`src/sfgc_pkg.sv`:
```
// package: constants and types for the serial filter/gain control register
// Operation
// - one internal 8-bit control register, written over the serial link
// - upper five bits form corner code; zero means no signal, else 1-31 MHz
// - bit 2 preamp gain, bit 1 postamp gain, bit 0 max gain select
// - low three bits together form a 3-bit digital gain code
// - one register value drives both channels identically
// - chip enable low fully disables the device; high operates
// - frame select low starts cycle; first rising edge data picks write or read
// - write captures eight bits on next eight rising edges, lsb first
// - frame select high ends write and applies the captured codes only if all eight bits came in
// - read shifts stored code out on eight falling edges, lsb first
package sfgc_pkg;
  localparam int unsigned sfgc_reg_width = 8;
  localparam int unsigned sfgc_freq_lsb = 3;
  localparam int unsigned sfgc_freq_width = 5;
  localparam int unsigned sfgc_pre_gain_pos = 2;
  localparam int unsigned sfgc_post_gain_pos = 1;
  localparam int unsigned sfgc_max_gain_pos = 0;
  localparam int unsigned sfgc_gain_width = 3;
  localparam logic [7:0] sfgc_reg_reset = 8'h00;
  localparam logic [3:0] sfgc_bit_count_full = 4'h8;
  localparam logic [4:0] sfgc_freq_no_signal = 5'h00;

  typedef enum logic [3:0] {
    sfgc_st_idle = 4'b0001,
    sfgc_st_cmd = 4'b0010,
    sfgc_st_write = 4'b0100,
    sfgc_st_read = 4'b1000
  } sfgc_state_type;
endpackage : sfgc_pkg

```
`src/sfgc_pin_if.sv`:
```
// interface: synchronised link levels and edge pulses
`timescale 1ns/100ps
interface sfgc_pin_if;
  logic frame_active;
  logic frame_end;
  logic clk_rise;
  logic clk_fall;
  logic data_bit;
  modport source (output frame_active, output frame_end, output clk_rise, output clk_fall, output data_bit);
  modport sink (input frame_active, input frame_end, input clk_rise, input clk_fall, input data_bit);
endinterface : sfgc_pin_if

```
`src/sfgc_pin_sync.sv`:
```
// module: two-flop synchronisers and edge detection for the serial pins
`timescale 1ns/100ps
module sfgc_pin_sync (
  input wire logic clock_in,
  input wire logic reset_in,
  input wire logic frame_select_n_in,
  input wire logic serial_clk_in,
  input wire logic serial_data_in,
  sfgc_pin_if.source pins
);
  logic [2:0] meta_q;
  logic [2:0] sync_q;
  logic sclk_prev_q;
  logic frame_prev_q;

  // first stage feeds only the second stage
  always_ff @(posedge clock_in) begin
    if (reset_in) begin
      // reset matches idle pins: frame high, serial clock low, so no false edge
      meta_q <= 3'h5;
      sync_q <= 3'h5;
      sclk_prev_q <= 1'b0;
      frame_prev_q <= 1'b1;
    end else begin
      meta_q <= {frame_select_n_in, serial_clk_in, serial_data_in};
      sync_q <= meta_q;
      sclk_prev_q <= sync_q[1];
      frame_prev_q <= sync_q[2];
    end
  end

  assign pins.frame_active = ~sync_q[2];
  assign pins.frame_end = sync_q[2] & ~frame_prev_q;
  assign pins.clk_rise = sync_q[1] & ~sclk_prev_q;
  assign pins.clk_fall = ~sync_q[1] & sclk_prev_q;
  assign pins.data_bit = sync_q[0];
endmodule : sfgc_pin_sync

```
`src/sfgc_top.sv`:
```
// module: serial programmed filter and gain control register
`timescale 1ns/100ps
module sfgc_top (
  input wire logic clock_in,
  input wire logic reset_in,
  input wire logic chip_enable_pin_in,
  input wire logic frame_select_n_in,
  input wire logic serial_clk_in,
  input wire logic serial_data_in,
  output logic serial_data_out,
  output logic serial_data_oe_out,
  output logic device_enabled_out,
  output logic [4:0] freq_code_out,
  output logic freq_no_signal_out,
  output logic pre_gain_bit_out,
  output logic post_gain_bit_out,
  output logic max_gain_bit_out,
  output logic [2:0] digital_gain_code_out
);
  sfgc_pin_if pins ();
  sfgc_pkg::sfgc_state_type state_q;
  sfgc_pkg::sfgc_state_type state_d;
  logic [7:0] ctrl_q;
  logic [7:0] ctrl_d;
  logic [7:0] shift_q;
  logic [7:0] shift_d;
  logic [3:0] count_q;
  logic [3:0] count_d;
  logic [7:0] out_shift_q;
  logic [7:0] out_shift_d;
  logic sdo_q;
  logic sdo_d;
  logic enable_meta_q;
  logic enable_q;

  sfgc_pin_sync u_sync (
    .clock_in(clock_in),
    .reset_in(reset_in),
    .frame_select_n_in(frame_select_n_in),
    .serial_clk_in(serial_clk_in),
    .serial_data_in(serial_data_in),
    .pins(pins)
  );

  // ------------------------------------------------------------
  // chip enable
  // ------------------------------------------------------------
  // pin crosses in through two flops like the serial pins
  always_ff @(posedge clock_in) begin
    if (reset_in) begin
      enable_meta_q <= 1'b0;
      enable_q <= 1'b0;
    end else begin
      enable_meta_q <= chip_enable_pin_in;
      enable_q <= enable_meta_q;
    end
  end

  // ------------------------------------------------------------
  // frame qualifiers
  // ------------------------------------------------------------
  // dropping enable mid-frame closes the frame without a commit
  wire frame_go = enable_q & pins.frame_active;
  wire bits_done = (count_q == sfgc_pkg::sfgc_bit_count_full);

  // ------------------------------------------------------------
  // frame sequencer
  // ------------------------------------------------------------
  always_comb begin
    state_d = state_q;
    case (state_q)
      sfgc_pkg::sfgc_st_idle: begin
        if (frame_go) begin
          state_d = sfgc_pkg::sfgc_st_cmd;
        end
      end
      sfgc_pkg::sfgc_st_cmd: begin
        if (!frame_go) begin
          state_d = sfgc_pkg::sfgc_st_idle;
        end else if (pins.clk_rise) begin
          state_d = pins.data_bit ? sfgc_pkg::sfgc_st_write : sfgc_pkg::sfgc_st_read;
        end
      end
      sfgc_pkg::sfgc_st_write: begin
        if (!frame_go) begin
          state_d = sfgc_pkg::sfgc_st_idle;
        end
      end
      sfgc_pkg::sfgc_st_read: begin
        if (!frame_go) begin
          state_d = sfgc_pkg::sfgc_st_idle;
        end
      end
      default: begin
        state_d = sfgc_pkg::sfgc_st_idle;
      end
    endcase
  end

  // ------------------------------------------------------------
  // frame events
  // ------------------------------------------------------------
  wire in_cmd = (state_q == sfgc_pkg::sfgc_st_cmd);
  wire in_write = (state_q == sfgc_pkg::sfgc_st_write);
  wire in_read = (state_q == sfgc_pkg::sfgc_st_read);
  wire take_bit = in_write & frame_go & pins.clk_rise & ~bits_done;
  wire send_bit = in_read & frame_go & pins.clk_fall & ~bits_done;
  wire count_step = take_bit | send_bit;
  // commit only on frame end of a complete write; disable also aborts
  wire commit = in_write & pins.frame_end & bits_done & enable_q;
  wire start_cmd = in_cmd & frame_go & pins.clk_rise;

  // ------------------------------------------------------------
  // next values
  // ------------------------------------------------------------
  // counter restarts on the command bit and saturates at eight
  assign count_d = start_cmd ? 4'h0 : (count_step ? count_q + 4'h1 : count_q);
  assign shift_d = take_bit ? {pins.data_bit, shift_q[7:1]} : shift_q;  // lsb arrives first
  // snapshot at the command bit, so a read never sees a half-written value
  assign out_shift_d = start_cmd ? ctrl_q : (send_bit ? {1'b0, out_shift_q[7:1]} : out_shift_q);
  assign sdo_d = send_bit ? out_shift_q[0] : sdo_q;  // lsb leaves first
  // short or aborted writes never commit, so the old value stands
  assign ctrl_d = commit ? shift_q : ctrl_q;

  // ------------------------------------------------------------
  // sequencer state
  // ------------------------------------------------------------
  always_ff @(posedge clock_in) begin
    if (reset_in) begin
      state_q <= sfgc_pkg::sfgc_st_idle;
    end else begin
      state_q <= state_d;
    end
  end

  // ------------------------------------------------------------
  // bit counter, shared by write capture and read shift
  // ------------------------------------------------------------
  always_ff @(posedge clock_in) begin
    if (reset_in) begin
      count_q <= 4'h0;
    end else begin
      count_q <= count_d;
    end
  end

  // ------------------------------------------------------------
  // write capture shift register
  // ------------------------------------------------------------
  always_ff @(posedge clock_in) begin
    if (reset_in) begin
      shift_q <= 8'h00;
    end else begin
      shift_q <= shift_d;
    end
  end

  // ------------------------------------------------------------
  // read-back shift register
  // ------------------------------------------------------------
  always_ff @(posedge clock_in) begin
    if (reset_in) begin
      out_shift_q <= 8'h00;
    end else begin
      out_shift_q <= out_shift_d;
    end
  end

  // ------------------------------------------------------------
  // serial data out flop
  // ------------------------------------------------------------
  always_ff @(posedge clock_in) begin
    if (reset_in) begin
      sdo_q <= 1'b0;
    end else begin
      sdo_q <= sdo_d;
    end
  end

  // ------------------------------------------------------------
  // control register
  // ------------------------------------------------------------
  always_ff @(posedge clock_in) begin
    if (reset_in) begin
      ctrl_q <= sfgc_pkg::sfgc_reg_reset;
    end else begin
      ctrl_q <= ctrl_d;
    end
  end

  // ------------------------------------------------------------
  // decoded controls, shared by both channels
  // ------------------------------------------------------------
  // single set of outputs, no per-channel copy
  // disabled device drives zero codes and gain bits with the no-signal flag set, but keeps the stored code
  wire [4:0] freq_field = ctrl_q[sfgc_pkg::sfgc_freq_lsb +: sfgc_pkg::sfgc_freq_width];
  wire pre_field = ctrl_q[sfgc_pkg::sfgc_pre_gain_pos];
  wire post_field = ctrl_q[sfgc_pkg::sfgc_post_gain_pos];
  wire max_field = ctrl_q[sfgc_pkg::sfgc_max_gain_pos];
  wire [2:0] gain_field = ctrl_q[sfgc_pkg::sfgc_gain_width-1:0];
  assign device_enabled_out = enable_q;
  assign freq_code_out = enable_q ? freq_field : sfgc_pkg::sfgc_freq_no_signal;
  assign freq_no_signal_out = (freq_code_out == sfgc_pkg::sfgc_freq_no_signal);
  assign pre_gain_bit_out = enable_q & pre_field;
  assign post_gain_bit_out = enable_q & post_field;
  assign max_gain_bit_out = enable_q & max_field;
  assign digital_gain_code_out = enable_q ? gain_field : 3'h0;

  // ------------------------------------------------------------
  // serial data output
  // ------------------------------------------------------------
  assign serial_data_out = sdo_q;
  // pin is only driven while a read frame is open
  assign serial_data_oe_out = in_read & frame_go;
endmodule : sfgc_top

```
`config.mk`:
```
export PLATFORM = sky130hd
export DESIGN_NAME = sfgc_top
export DESIGN_NICKNAME = d
export VERILOG_FILES = /design/src/sfgc_pkg.sv /design/src/sfgc_pin_if.sv /design/src/sfgc_pin_sync.sv /design/src/sfgc_top.sv
export SDC_FILE = /design/constraint.sdc
export NUM_CORES = 1
export LEC_CHECK = 0
export ABC_AREA = 0
export BUFFER_PORTS_ARGS = -buffer_cell sky130_fd_sc_hd__buf_2
export CORE_MARGIN = 3
export CORE_UTILIZATION = 55
export CTS_BUF_LIST = sky130_fd_sc_hd__clkbuf_16
export DETAILED_ROUTE_END_ITERATION = 8
export GPL_ROUTABILITY_DRIVEN = 0
export PLACE_DENSITY = 0.76
export RECOVER_POWER = 25
export SYNTH_ARGS = -nofsm -noshare
export SYNTH_HDL_FRONTEND = slang
export SYNTH_SLANG_ARGS = --single-unit
```
`constraint.sdc`:
```
create_clock -name clock_in -period 2.04 [get_ports clock_in]
set_input_delay 0.408 -clock clock_in [delete_from_list [all_inputs] [get_ports clock_in]]
set_output_delay 0.408 -clock clock_in [all_outputs]
set_load 0.01 [all_outputs]
```
# After elaboration in Yosys (flattened, before gate mapping)
# Index checks and enable logic that the tools add are counted.
# word_totals
ff_bits,43
latch_bits,0
ramBits,0
mem_bits_ro,0
inputBits,6
out_inout_bits,15
elab_cells,60
n_memories,0
# op_classes
n_addsub,1
mul,0
div_mod_pow,0
n_lt_le_gt_ge,0
n_eq_ne,8
n_shift,0
n_mux,10
bitwise_logic,24
n_reduce_logical,5
# op_table
operator,n
2-to-1 mux 4 bit,5
bitwise AND 1 bit,18
2-to-1 mux 8 bit,2
one-hot mux 4 bit (3 select lines),1
"== test 4 bit, second input constant",2
logical NOT 5 bit,1
2-to-1 mux 5 bit,1
NOT 1 bit,5
"adder 4 x 1 -> 4 bit, second input constant",1
"== test 4 x 1 -> 1 bit, second input constant",1
"== test 4 x 2 -> 1 bit, second input constant",1
"== test 4 x 3 -> 1 bit, second input constant",1
"inequality test 2 bit, second input constant",2
OR reduction 2 bit,2
2-to-1 mux 3 bit,1
"inequality test 3 bit, second input constant",1
AND reduction 3 bit,1
nonzero test 2 bit,1
OR 1 bit,1

# Longest topological paths before layout
# Gate-level depths: netlist of the first run.
# logic_depth
word_depth,7
mapped_depth,7
mapped_depth_nobuf,6

# Hierarchy
# A second synthesis of the first run with hierarchy kept.
# hier_totals
hier_cells,186
hier_area_um2,1858.0
# by_module_without_submodules
module,instances,cells_per_inst,area_per_inst_um2,seq_area_each_um2
sfgc_top,1,166,1625.3,700.7
sfgc_pin_sync,1,20,232.7,160.2

# Worst setup path before layout of the first run
# Ideal clock, no wire load.
# synth_path
path_type,reg-to-output
startpoint,"reg enable_q, in the netlist device_enabled_out"
endpoint,out freq_no_signal_out
arrival_ps,1323
required_ps,1632
slack_ps,309
stages_incl_launch_ff,5
path_buffers,1
cell_sequence,dfxtp_1 clkbuf_1 and2_1 or3_1 nor3_1
# synth_via
elab_chain_len,2
# synth_lines
element,line,rtl
"start, declared",sfgc_top.sv:34,logic enable_q;
"start signal, assigned",sfgc_top.sv:55,enable_q <= enable_meta_q;
2-to-1 mux 5 bit,sfgc_top.sv:202,assign freq_code_out = enable_q ? freq_field : sfgc_pkg::sfgc_freq_no_signal;
via freq_code_out[2],sfgc_top.sv:13,"output logic [4:0] freq_code_out,"
logical NOT 5 bit,sfgc_top.sv:203,assign freq_no_signal_out = (freq_code_out == sfgc_pkg::sfgc_freq_no_signal);
"end, declared",sfgc_top.sv:14,"output logic freq_no_signal_out,"
# The timed path passes the listed nets, and every way through them passes these cells.

# Worst setup path in the final report of the first run
# layout_path
startpoint,"reg enable_q, in the netlist device_enabled_out"
endpoint,out freq_no_signal_out
# layout_via
elab_chain_len,2
# layout_lines
element,line
2-to-1 mux 5 bit,sfgc_top.sv:202
logical NOT 5 bit,sfgc_top.sv:203
# No other way between the ends.

==> metrics.txt, run 1 <==
# TYPE chip_impl_metric gauge
chip_impl_info{name="outcome",value="finished, final reports clean"} 1
chip_impl_metric{name="route.detailed.vias_per_inst",unit=""} 5.39
chip_impl_metric{name="cp_max_fo",unit=""} 15
chip_impl_info{name="ys_dominant_reg_cell",value="dfxtp_1"} 1
chip_impl_metric{name="synth-edff-count",unit=""} 0
chip_impl_metric{name="boundaryPins",unit=""} 21
chip_impl_metric{name="remaining_drc_errors",unit=""} 0
chip_impl_metric{name="timing.max_cap.violations",unit=""} 0
chip_impl_info{name="timing.critical_path.to_type",value="output port"} 1
chip_impl_metric{name="routed-wl-met2",unit="microns"} 1770
chip_impl_metric{name="max_freq",unit="GHz"} 0.517
chip_impl_metric{name="power.total",unit="uW"} 1760
chip_impl_info{name="yosysMostFrequentCell",value="dfxtp_1"} 1
chip_impl_metric{name="ys_seq_elements",unit=""} 43
chip_impl_metric{name="number_of_global_route_vias_before_repair",unit=""} 1412
chip_impl_metric{name="die_width",unit="microns"} 65.1
chip_impl_metric{name="seq_area_frac_synth",unit="%"} 44.9
chip_impl_metric{name="floorplan.initialDensity",unit="%"} 60.4
chip_impl_metric{name="setup_viol_count_final",unit=""} 0
chip_impl_metric{name="worst-path-buf-inv",unit=""} 1
chip_impl_metric{name="power_per_cell_area",unit="nW/um^2"} 806
chip_impl_info{name="synth_area_leader_cell",value="dfxtp_1"} 1
chip_impl_metric{name="drt-met1-wl",unit="microns"} 1660
chip_impl_metric{name="synth_cells",unit=""} 201
chip_impl_metric{name="totalNegativeSetupSlack",unit="ns"} 0
chip_impl_metric{name="cp_data_arrival_time",unit="ns"} 1.52
chip_impl_metric{name="postCtsResizedCells",unit=""} 0
chip_impl_metric{name="floorplan.core_area",unit="sq um"} 3180
chip_impl_metric{name="h_tree_lvls",unit=""} 2
chip_impl_metric{name="finish.net_count",unit=""} 226
chip_impl_metric{name="layoutNonFillerInstCount",unit=""} 262
chip_impl_metric{name="worst_slew_margin_rel",unit="%"} 46.7
chip_impl_metric{name="critPathRequiredTime",unit="ns"} 1.63
chip_impl_metric{name="global_route_wire_length_before_repair",unit="microns"} 6310
chip_impl_metric{name="slew_at_the_pin_with_the_worst_max_slew_slack",unit="ns"} 0.800
chip_impl_metric{name="finalCriticalPeriod",unit="ns"} 1.93
chip_impl_metric{name="yosysWarningCount",unit=""} 0
chip_impl_metric{name="wl_met3",unit="microns"} 104
chip_impl_metric{name="cts_buffers",unit=""} 5
chip_impl_info{name="critical-path-slowest-cell",value="dfxtp_2"} 1
chip_impl_metric{name="postSynth.asyncResetShare",unit="%"} 0
chip_impl_metric{name="final_core_util",unit="%"} 68.7
chip_impl_info{name="rsz_0062_raised_after_global_routing",value="no"} 1
chip_impl_metric{name="final.setup_skew",unit="ns"} 0.00327
chip_impl_info{name="cp_top_delay_family",value="simple AND/OR/NAND/NOR gates"} 1
chip_impl_metric{name="clk-insertion-delay-late",unit="ns"} 0.28
chip_impl_metric{name="design.die.area",unit="sq um"} 4230
chip_impl_info{name="yosys-top-cells-count",value="43 x dfxtp_1, 36 x nor2_1, 22 x mux2i_1"} 1
chip_impl_info{name="criticalPathCategory",value="reg -> out"} 1
chip_impl_metric{name="max_slew_violation_count",unit=""} 0
chip_impl_metric{name="chipHeight",unit="microns"} 65.1
chip_impl_metric{name="num_vias",unit=""} 1411
chip_impl_metric{name="antenna_cells_inserted",unit=""} 0
chip_impl_metric{name="yosys.cell_types.count",unit=""} 36
chip_impl_metric{name="drt-initial-drc-count",unit=""} 106
chip_impl_metric{name="syn-num-nets",unit=""} 209
chip_impl_metric{name="route.final.wire_length",unit="microns"} 3600
chip_impl_metric{name="grt_overflow",unit=""} 0
chip_impl_metric{name="ant_nets",unit=""} 0
chip_impl_metric{name="place.detailed.hpwl",unit="microns"} 2530
chip_impl_metric{name="static_leak",unit="uW"} 0.000905
chip_impl_info{name="clock_tree_from_tritoncts",value="built"} 1
chip_impl_info{name="post_synth_main_area_contributors",value="dfxtp_1 45%, mux2i_1 11%, nor2_1 7.0%"} 1
chip_impl_metric{name="cts-root-to-sink-buffers",unit=""} 2
chip_impl_info{name="hp-class",value="in -> reg"} 1
chip_impl_metric{name="ctsHoldBuffers",unit=""} 0
chip_impl_metric{name="netlist_area",unit="sq um"} 1920
chip_impl_metric{name="maximum_number_of_pins_on_one_net_before_global_route_repair",unit=""} 40
chip_impl_info{name="type_of_element_launching_the_critical_path",value="flip-flop"} 1
chip_impl_metric{name="quantity_of_i_o_buffers_inserted_on_ports",unit=""} 20
chip_impl_metric{name="postCtsSetupRepairBufs",unit=""} 0
chip_impl_metric{name="clkSinkCount",unit=""} 43
chip_impl_info{name="timing.critical_path.cells",value="and2_1 > or3_1 > nor3_1 > buf_2"} 1
chip_impl_metric{name="global_route.usage.total",unit="%"} 19.4
chip_impl_info{name="top_layer",value="met4"} 1
chip_impl_metric{name="num_rows",unit=""} 20
chip_impl_metric{name="synth_largest_type_area_fraction",unit="%"} 44.9
chip_impl_metric{name="ir_drop",unit="V"} 0.000486
chip_impl_metric{name="clkSlewWorstSetupHoldPaths",unit="ns"} 0.05
chip_impl_info{name="cts_root_buf",value="clkbuf_16"} 1
chip_impl_metric{name="place_inst",unit=""} 255
chip_impl_metric{name="dr.pass1.iters",unit=""} 4
chip_impl_metric{name="timing.critical_path.slowest_cell_delay",unit="ns"} 0.38
chip_impl_metric{name="min_period_over_period",unit="%"} 94.7
chip_impl_metric{name="post_drt_wl_per_cell",unit="microns"} 13.7
chip_impl_metric{name="number_of_antenna_violations_at_the_first_check_in_global_routing",unit=""} 0
chip_impl_metric{name="holdWs",unit="ns"} 0.309
chip_impl_metric{name="drive_above_1_share",unit="%"} 22.0
chip_impl_metric{name="synthesis.area_per_instance",unit="sq um"} 9.54
chip_impl_metric{name="area_delta_synth_final",unit="%"} 13.8
chip_impl_metric{name="timing_hold_violations_final",unit=""} 0
where the power goes:
group / switching [uW] / total [uW] / internal [uW]
clock network: 299 / 868 / 569
logic: 20.2 / 34.2 / 14.0
registers: 8.72 / 858 / 849
total: 328 / 1760 / 1430
metrics by stage:
stage / worst slack [ns] / instance area, sq um
6_report: 0.107 / 2180
3_5_place_dp: 0.235 / 2020
5_1_grt: 0.0263 / 2180
4_1_cts: 0.0360 / 2190
2_1_floorplan: 0.309 / 1920
3_3_place_gp: 0.352 / 2020
logic make-up (layout without fill, tap and decap cells):
family	count (synthesis)	after routing	share of synthesized area, %
and+or+nand+nor	94	94	26.9
DFF	43	43	44.9
muxes	22	22	11.5
AOI/OAI and AO/OA	20	20	9.20
buffers and inverters	18	35	5.28
adders and majority gates	2	2	1.30
xor gates and xnor gates	2	2	0.913
registers in the layout, indices dropped and copies added, names as in the netlist:
| signal | count |
|---|---|
| u_sync.frame_prev_q | 1 |
| ctrl_q | 8 |
| u_sync.meta_q | 3 |
| serial_data_out | 1 |
| state_q | 4 |
| count_q | 4 |
| u_sync.sclk_prev_q | 1 |
| enable_meta_q | 1 |
| shift_q | 8 |
| device_enabled_out | 1 |
| out_shift_q | 8 |
| u_sync.sync_q | 3 |
worst register-to-register path, cell delays in order (launching register included):
cell and delay [ns]:
dfxtp_1 0.54, nor4b_4 0.35, nand3_1 0.45, mux2i_1 0.30, nor2_1 0.06
final timing paths:
check                                         from                 end  slack [ns]  cells past startpoint
worst max-delay path            device_enabled_out  freq_no_signal_out        0.11                      4
worst min-delay path                serial_data_in    u_sync.meta_q[0]        0.31                      2
worst max register to register          state_q[2]          shift_q[0]        0.21                      4
worst min register to register    u_sync.meta_q[0]    u_sync.sync_q[0]        0.41                      1
metal layers:
layer,up-vias,track usage [%]
met4,0,7.77
met3,8,6.24
met2,16,32.4
met5,-,0
li1,713,-
met1,674,23.0
cells in the final DEF (no fill, tap or decap), types with 5 or more instances in the layout:
cell        n
nand2_1    13
nor2_1     36
a2111oi_2   6
a21oi_1     6
buf_2      19
and2_1      8
mux2i_1    22
clkbuf_16   5
nor2b_1     6
or2_2       5
nor3_1      6
dfxtp_1    42
cell type report:
class | instances | area [sq um]
fillers | 282 | 995
multi-input cells | 140 | 962
well taps | 44 | 55.1
clock buffers | 5 | 125
inverters | 4 | 15.0
flip-flops and latches | 43 | 862
repair buffers | 24 | 126
clock inverters | 2 | 37.5
(Power assumes the default switching activity.)
==> run 2: changes to the inputs <==
--- a/constraint.sdc
+++ b/constraint.sdc
@@ -3,2 +3,2 @@
 set_output_delay 0.408 -clock clock_in [all_outputs]
-set_load 0.01 [all_outputs]
+set_load 0.02 [all_outputs]
==> run 2 against run 1 <==
Against the previous run:
- register-to-register slack better by 0.03 ns
- sequential power hardly changed
- clock skew is 0.0011 ns higher
- wire length is 3.2% higher
- critical path depth stayed put
==> metrics.txt, run 2 (synthesized netlist as in run 1, its figures left out) <==
# TYPE chip_impl_metric gauge
chip_impl_info{name="outcome",value="finished, final reports clean"} 1
chip_impl_metric{name="cp_max_fo",unit=""} 15
chip_impl_metric{name="p_sw_share",unit="%"} 20.5
chip_impl_metric{name="layoutNonFillerInstCount",unit=""} 263
chip_impl_metric{name="ir_drop",unit="V"} 0.000589
chip_impl_metric{name="worst_slew_margin_rel",unit="%"} 47.4
chip_impl_info{name="hp-class",value="in -> reg"} 1
chip_impl_metric{name="totalNegativeSetupSlack",unit="ns"} 0
chip_impl_metric{name="maximum_number_of_pins_on_one_net_before_global_route_repair",unit=""} 40
chip_impl_info{name="rsz_0062_raised_after_global_routing",value="no"} 1
chip_impl_metric{name="global_route.usage.total",unit="%"} 19.2
chip_impl_metric{name="clkSlewWorstSetupHoldPaths",unit="ns"} 0.06
chip_impl_info{name="layout_common_cells",value="42 x dfxtp_1, 36 x nor2_1, 22 x mux2i_1"} 1
chip_impl_metric{name="cp_data_arrival_time",unit="ns"} 1.55
chip_impl_metric{name="area_delta_synth_final",unit="%"} 12.9
chip_impl_metric{name="place_inst",unit=""} 255
chip_impl_metric{name="timing_hold_violations_final",unit=""} 0
chip_impl_metric{name="clk-insertion-delay-late",unit="ns"} 0.28
chip_impl_metric{name="clkSinkCount",unit=""} 43
chip_impl_metric{name="slew_at_the_pin_with_the_worst_max_slew_slack",unit="ns"} 0.788
chip_impl_metric{name="grt_use_met3",unit="%"} 4.68
chip_impl_metric{name="ctsHoldBuffers",unit=""} 0
chip_impl_metric{name="place.detailed.hpwl",unit="microns"} 2650
chip_impl_metric{name="num_rows",unit=""} 20
chip_impl_metric{name="chipHeight",unit="microns"} 65.1
chip_impl_metric{name="design.die.area",unit="sq um"} 4230
chip_impl_metric{name="critPathRequiredTime",unit="ns"} 1.63
chip_impl_metric{name="multi_input_area",unit="sq um"} 962
chip_impl_metric{name="route.detailed.vias_per_inst",unit=""} 5.39
chip_impl_metric{name="drt-initial-drc-count",unit=""} 87
chip_impl_info{name="timing.critical_path.to_type",value="output port"} 1
chip_impl_metric{name="remaining_drc_errors",unit=""} 0
chip_impl_info{name="criticalPathCategory",value="reg -> out"} 1
chip_impl_metric{name="setup_viol_count_final",unit=""} 0
chip_impl_metric{name="number_of_global_route_vias_before_repair",unit=""} 1402
chip_impl_metric{name="quantity_of_i_o_buffers_inserted_on_ports",unit=""} 20
chip_impl_metric{name="power.internal",unit="uW"} 1310
chip_impl_metric{name="finish.net_count",unit=""} 226
chip_impl_metric{name="met2_usage",unit="%"} 32.2
chip_impl_metric{name="finalCriticalPeriod",unit="ns"} 1.96
chip_impl_metric{name="cts-root-to-sink-buffers",unit=""} 2
chip_impl_metric{name="max_slew_violation_count",unit=""} 0
chip_impl_metric{name="static_leak",unit="uW"} 0.000893
chip_impl_metric{name="min_period_over_period",unit="%"} 96.2
chip_impl_metric{name="h_tree_lvls",unit=""} 2
chip_impl_metric{name="dr.pass1.iters",unit=""} 4
chip_impl_metric{name="drive_above_1_share",unit="%"} 21.5
chip_impl_metric{name="power.share.clock",unit="%"} 45.9
chip_impl_metric{name="number_of_antenna_violations_at_the_first_check_in_global_routing",unit=""} 0
chip_impl_metric{name="global_route.usage.met1",unit="%"} 23.3
chip_impl_metric{name="p_seq_share",unit="%"} 51.9
chip_impl_metric{name="num_vias",unit=""} 1417
chip_impl_metric{name="global_route_wire_length_before_repair",unit="microns"} 6310
chip_impl_metric{name="switchingPower",unit="uW"} 339
chip_impl_metric{name="floorplan.core_area",unit="sq um"} 3180
chip_impl_metric{name="timing.max_cap.violations",unit=""} 0
chip_impl_metric{name="final.setup_skew",unit="ns"} 0.00439
chip_impl_metric{name="filler_cell_count",unit=""} 269
chip_impl_metric{name="boundaryPins",unit=""} 21
chip_impl_info{name="cts_root_buf",value="clkbuf_16"} 1
chip_impl_info{name="clock_tree_from_tritoncts",value="built"} 1
chip_impl_metric{name="cts_buffers",unit=""} 5
chip_impl_metric{name="area.sequential",unit="sq um"} 862
chip_impl_metric{name="comb_power_share",unit="%"} 2.1
chip_impl_metric{name="ant_nets",unit=""} 0
chip_impl_metric{name="route.final.wire_length",unit="microns"} 3720
chip_impl_metric{name="grt_overflow",unit=""} 0
chip_impl_metric{name="die_width",unit="microns"} 65.1
chip_impl_metric{name="power_per_cell_area",unit="nW/um^2"} 763
chip_impl_metric{name="floorplan.initialDensity",unit="%"} 60.4
chip_impl_metric{name="post_drt_wl_per_cell",unit="microns"} 14.1
chip_impl_info{name="final_common_cell",value="dfxtp_1"} 1
chip_impl_info{name="largestRegisters",value="ctrl_q (8), out_shift_q (8), shift_q (8)"} 1
chip_impl_metric{name="antenna_cells_inserted",unit=""} 0
chip_impl_info{name="busiest_layer",value="met2"} 1
chip_impl_metric{name="max_freq",unit="GHz"} 0.510
chip_impl_info{name="type_of_element_launching_the_critical_path",value="flip-flop"} 1
==> run 2: layer usage <==
metal / vias to the layer above / wire length, microns
met5: - / 0
met4: 0 / 70
met3: 8 / 71
met2: 12 / 1890
met1: 676 / 1680
li1: 721 / -
==> run 2: area by class of cell <==
type | instances | area share [%]
multi-input cells | 140 | 44.5
flip-flops and latches | 43 | 39.8
clock buffers | 5 | 5.78
repair buffers | 24 | 5.78
well taps | 44 | 2.54
clock inverters | 3 | 0.925
inverters | 4 | 0.694
==> run 2: repair_timing <==
| action | CTS | global route |
|---|---|---|
| gates resized for setup | 0 | 1 |
| endpoints found under the setup margin | 0 | 1 |
| setup buffers | 0 | 0 |
==> run 2: path summary, 6_finish.rpt <==
kind / slack (ns) / cells after the start / endpoint / startpoint
hold reg to reg: 0.41 / 1 / u_sync.sync_q[0] / u_sync.meta_q[0]
setup / recovery: 0.08 / 4 / freq_no_signal_out / device_enabled_out
hold / removal: 0.31 / 2 / u_sync.meta_q[2] / frame_select_n_in
setup reg to reg: 0.24 / 4 / shift_q[6] / state_q[2]
==> run 2: critical path, stage by stage, from the launching register on <==
cell and delay, ns:
dfxtp_2 0.38, and2_1 0.21, or3_1 0.37, nor3_1 0.12, buf_2 0.19
==> run 2: through the flow <==
step | cell area, sq um | setup slack, ns | util, % | total power (uW) | hold WS (ns)
floorplan | 1920 | 0.00813 | - | 898 | 0.389
global placement | 2020 | 0.351 | 63.7 | 909 | 0.400
detailed placement | 2020 | 0.247 | 63.7 | 911 | 0.406
CTS | 2170 | 0.000296 | 68.2 | 1670 | 0.311
global route | 2160 | 0.00135 | 68.1 | 1710 | 0.318
finish | 2160 | 0.0782 | 68.1 | 1650 | 0.314
==> run 2: power groups by stage <==
stage                     clock network, uW  registers (uW)  logic [uW]
after global routing                    810             859        38.4
after CTS                               772             858        35.9
final                                   759             858        34.9
after global placement                    0             875        34.8
after floorplan                           0             872        25.6
after detailed placement                  0             876        35.3
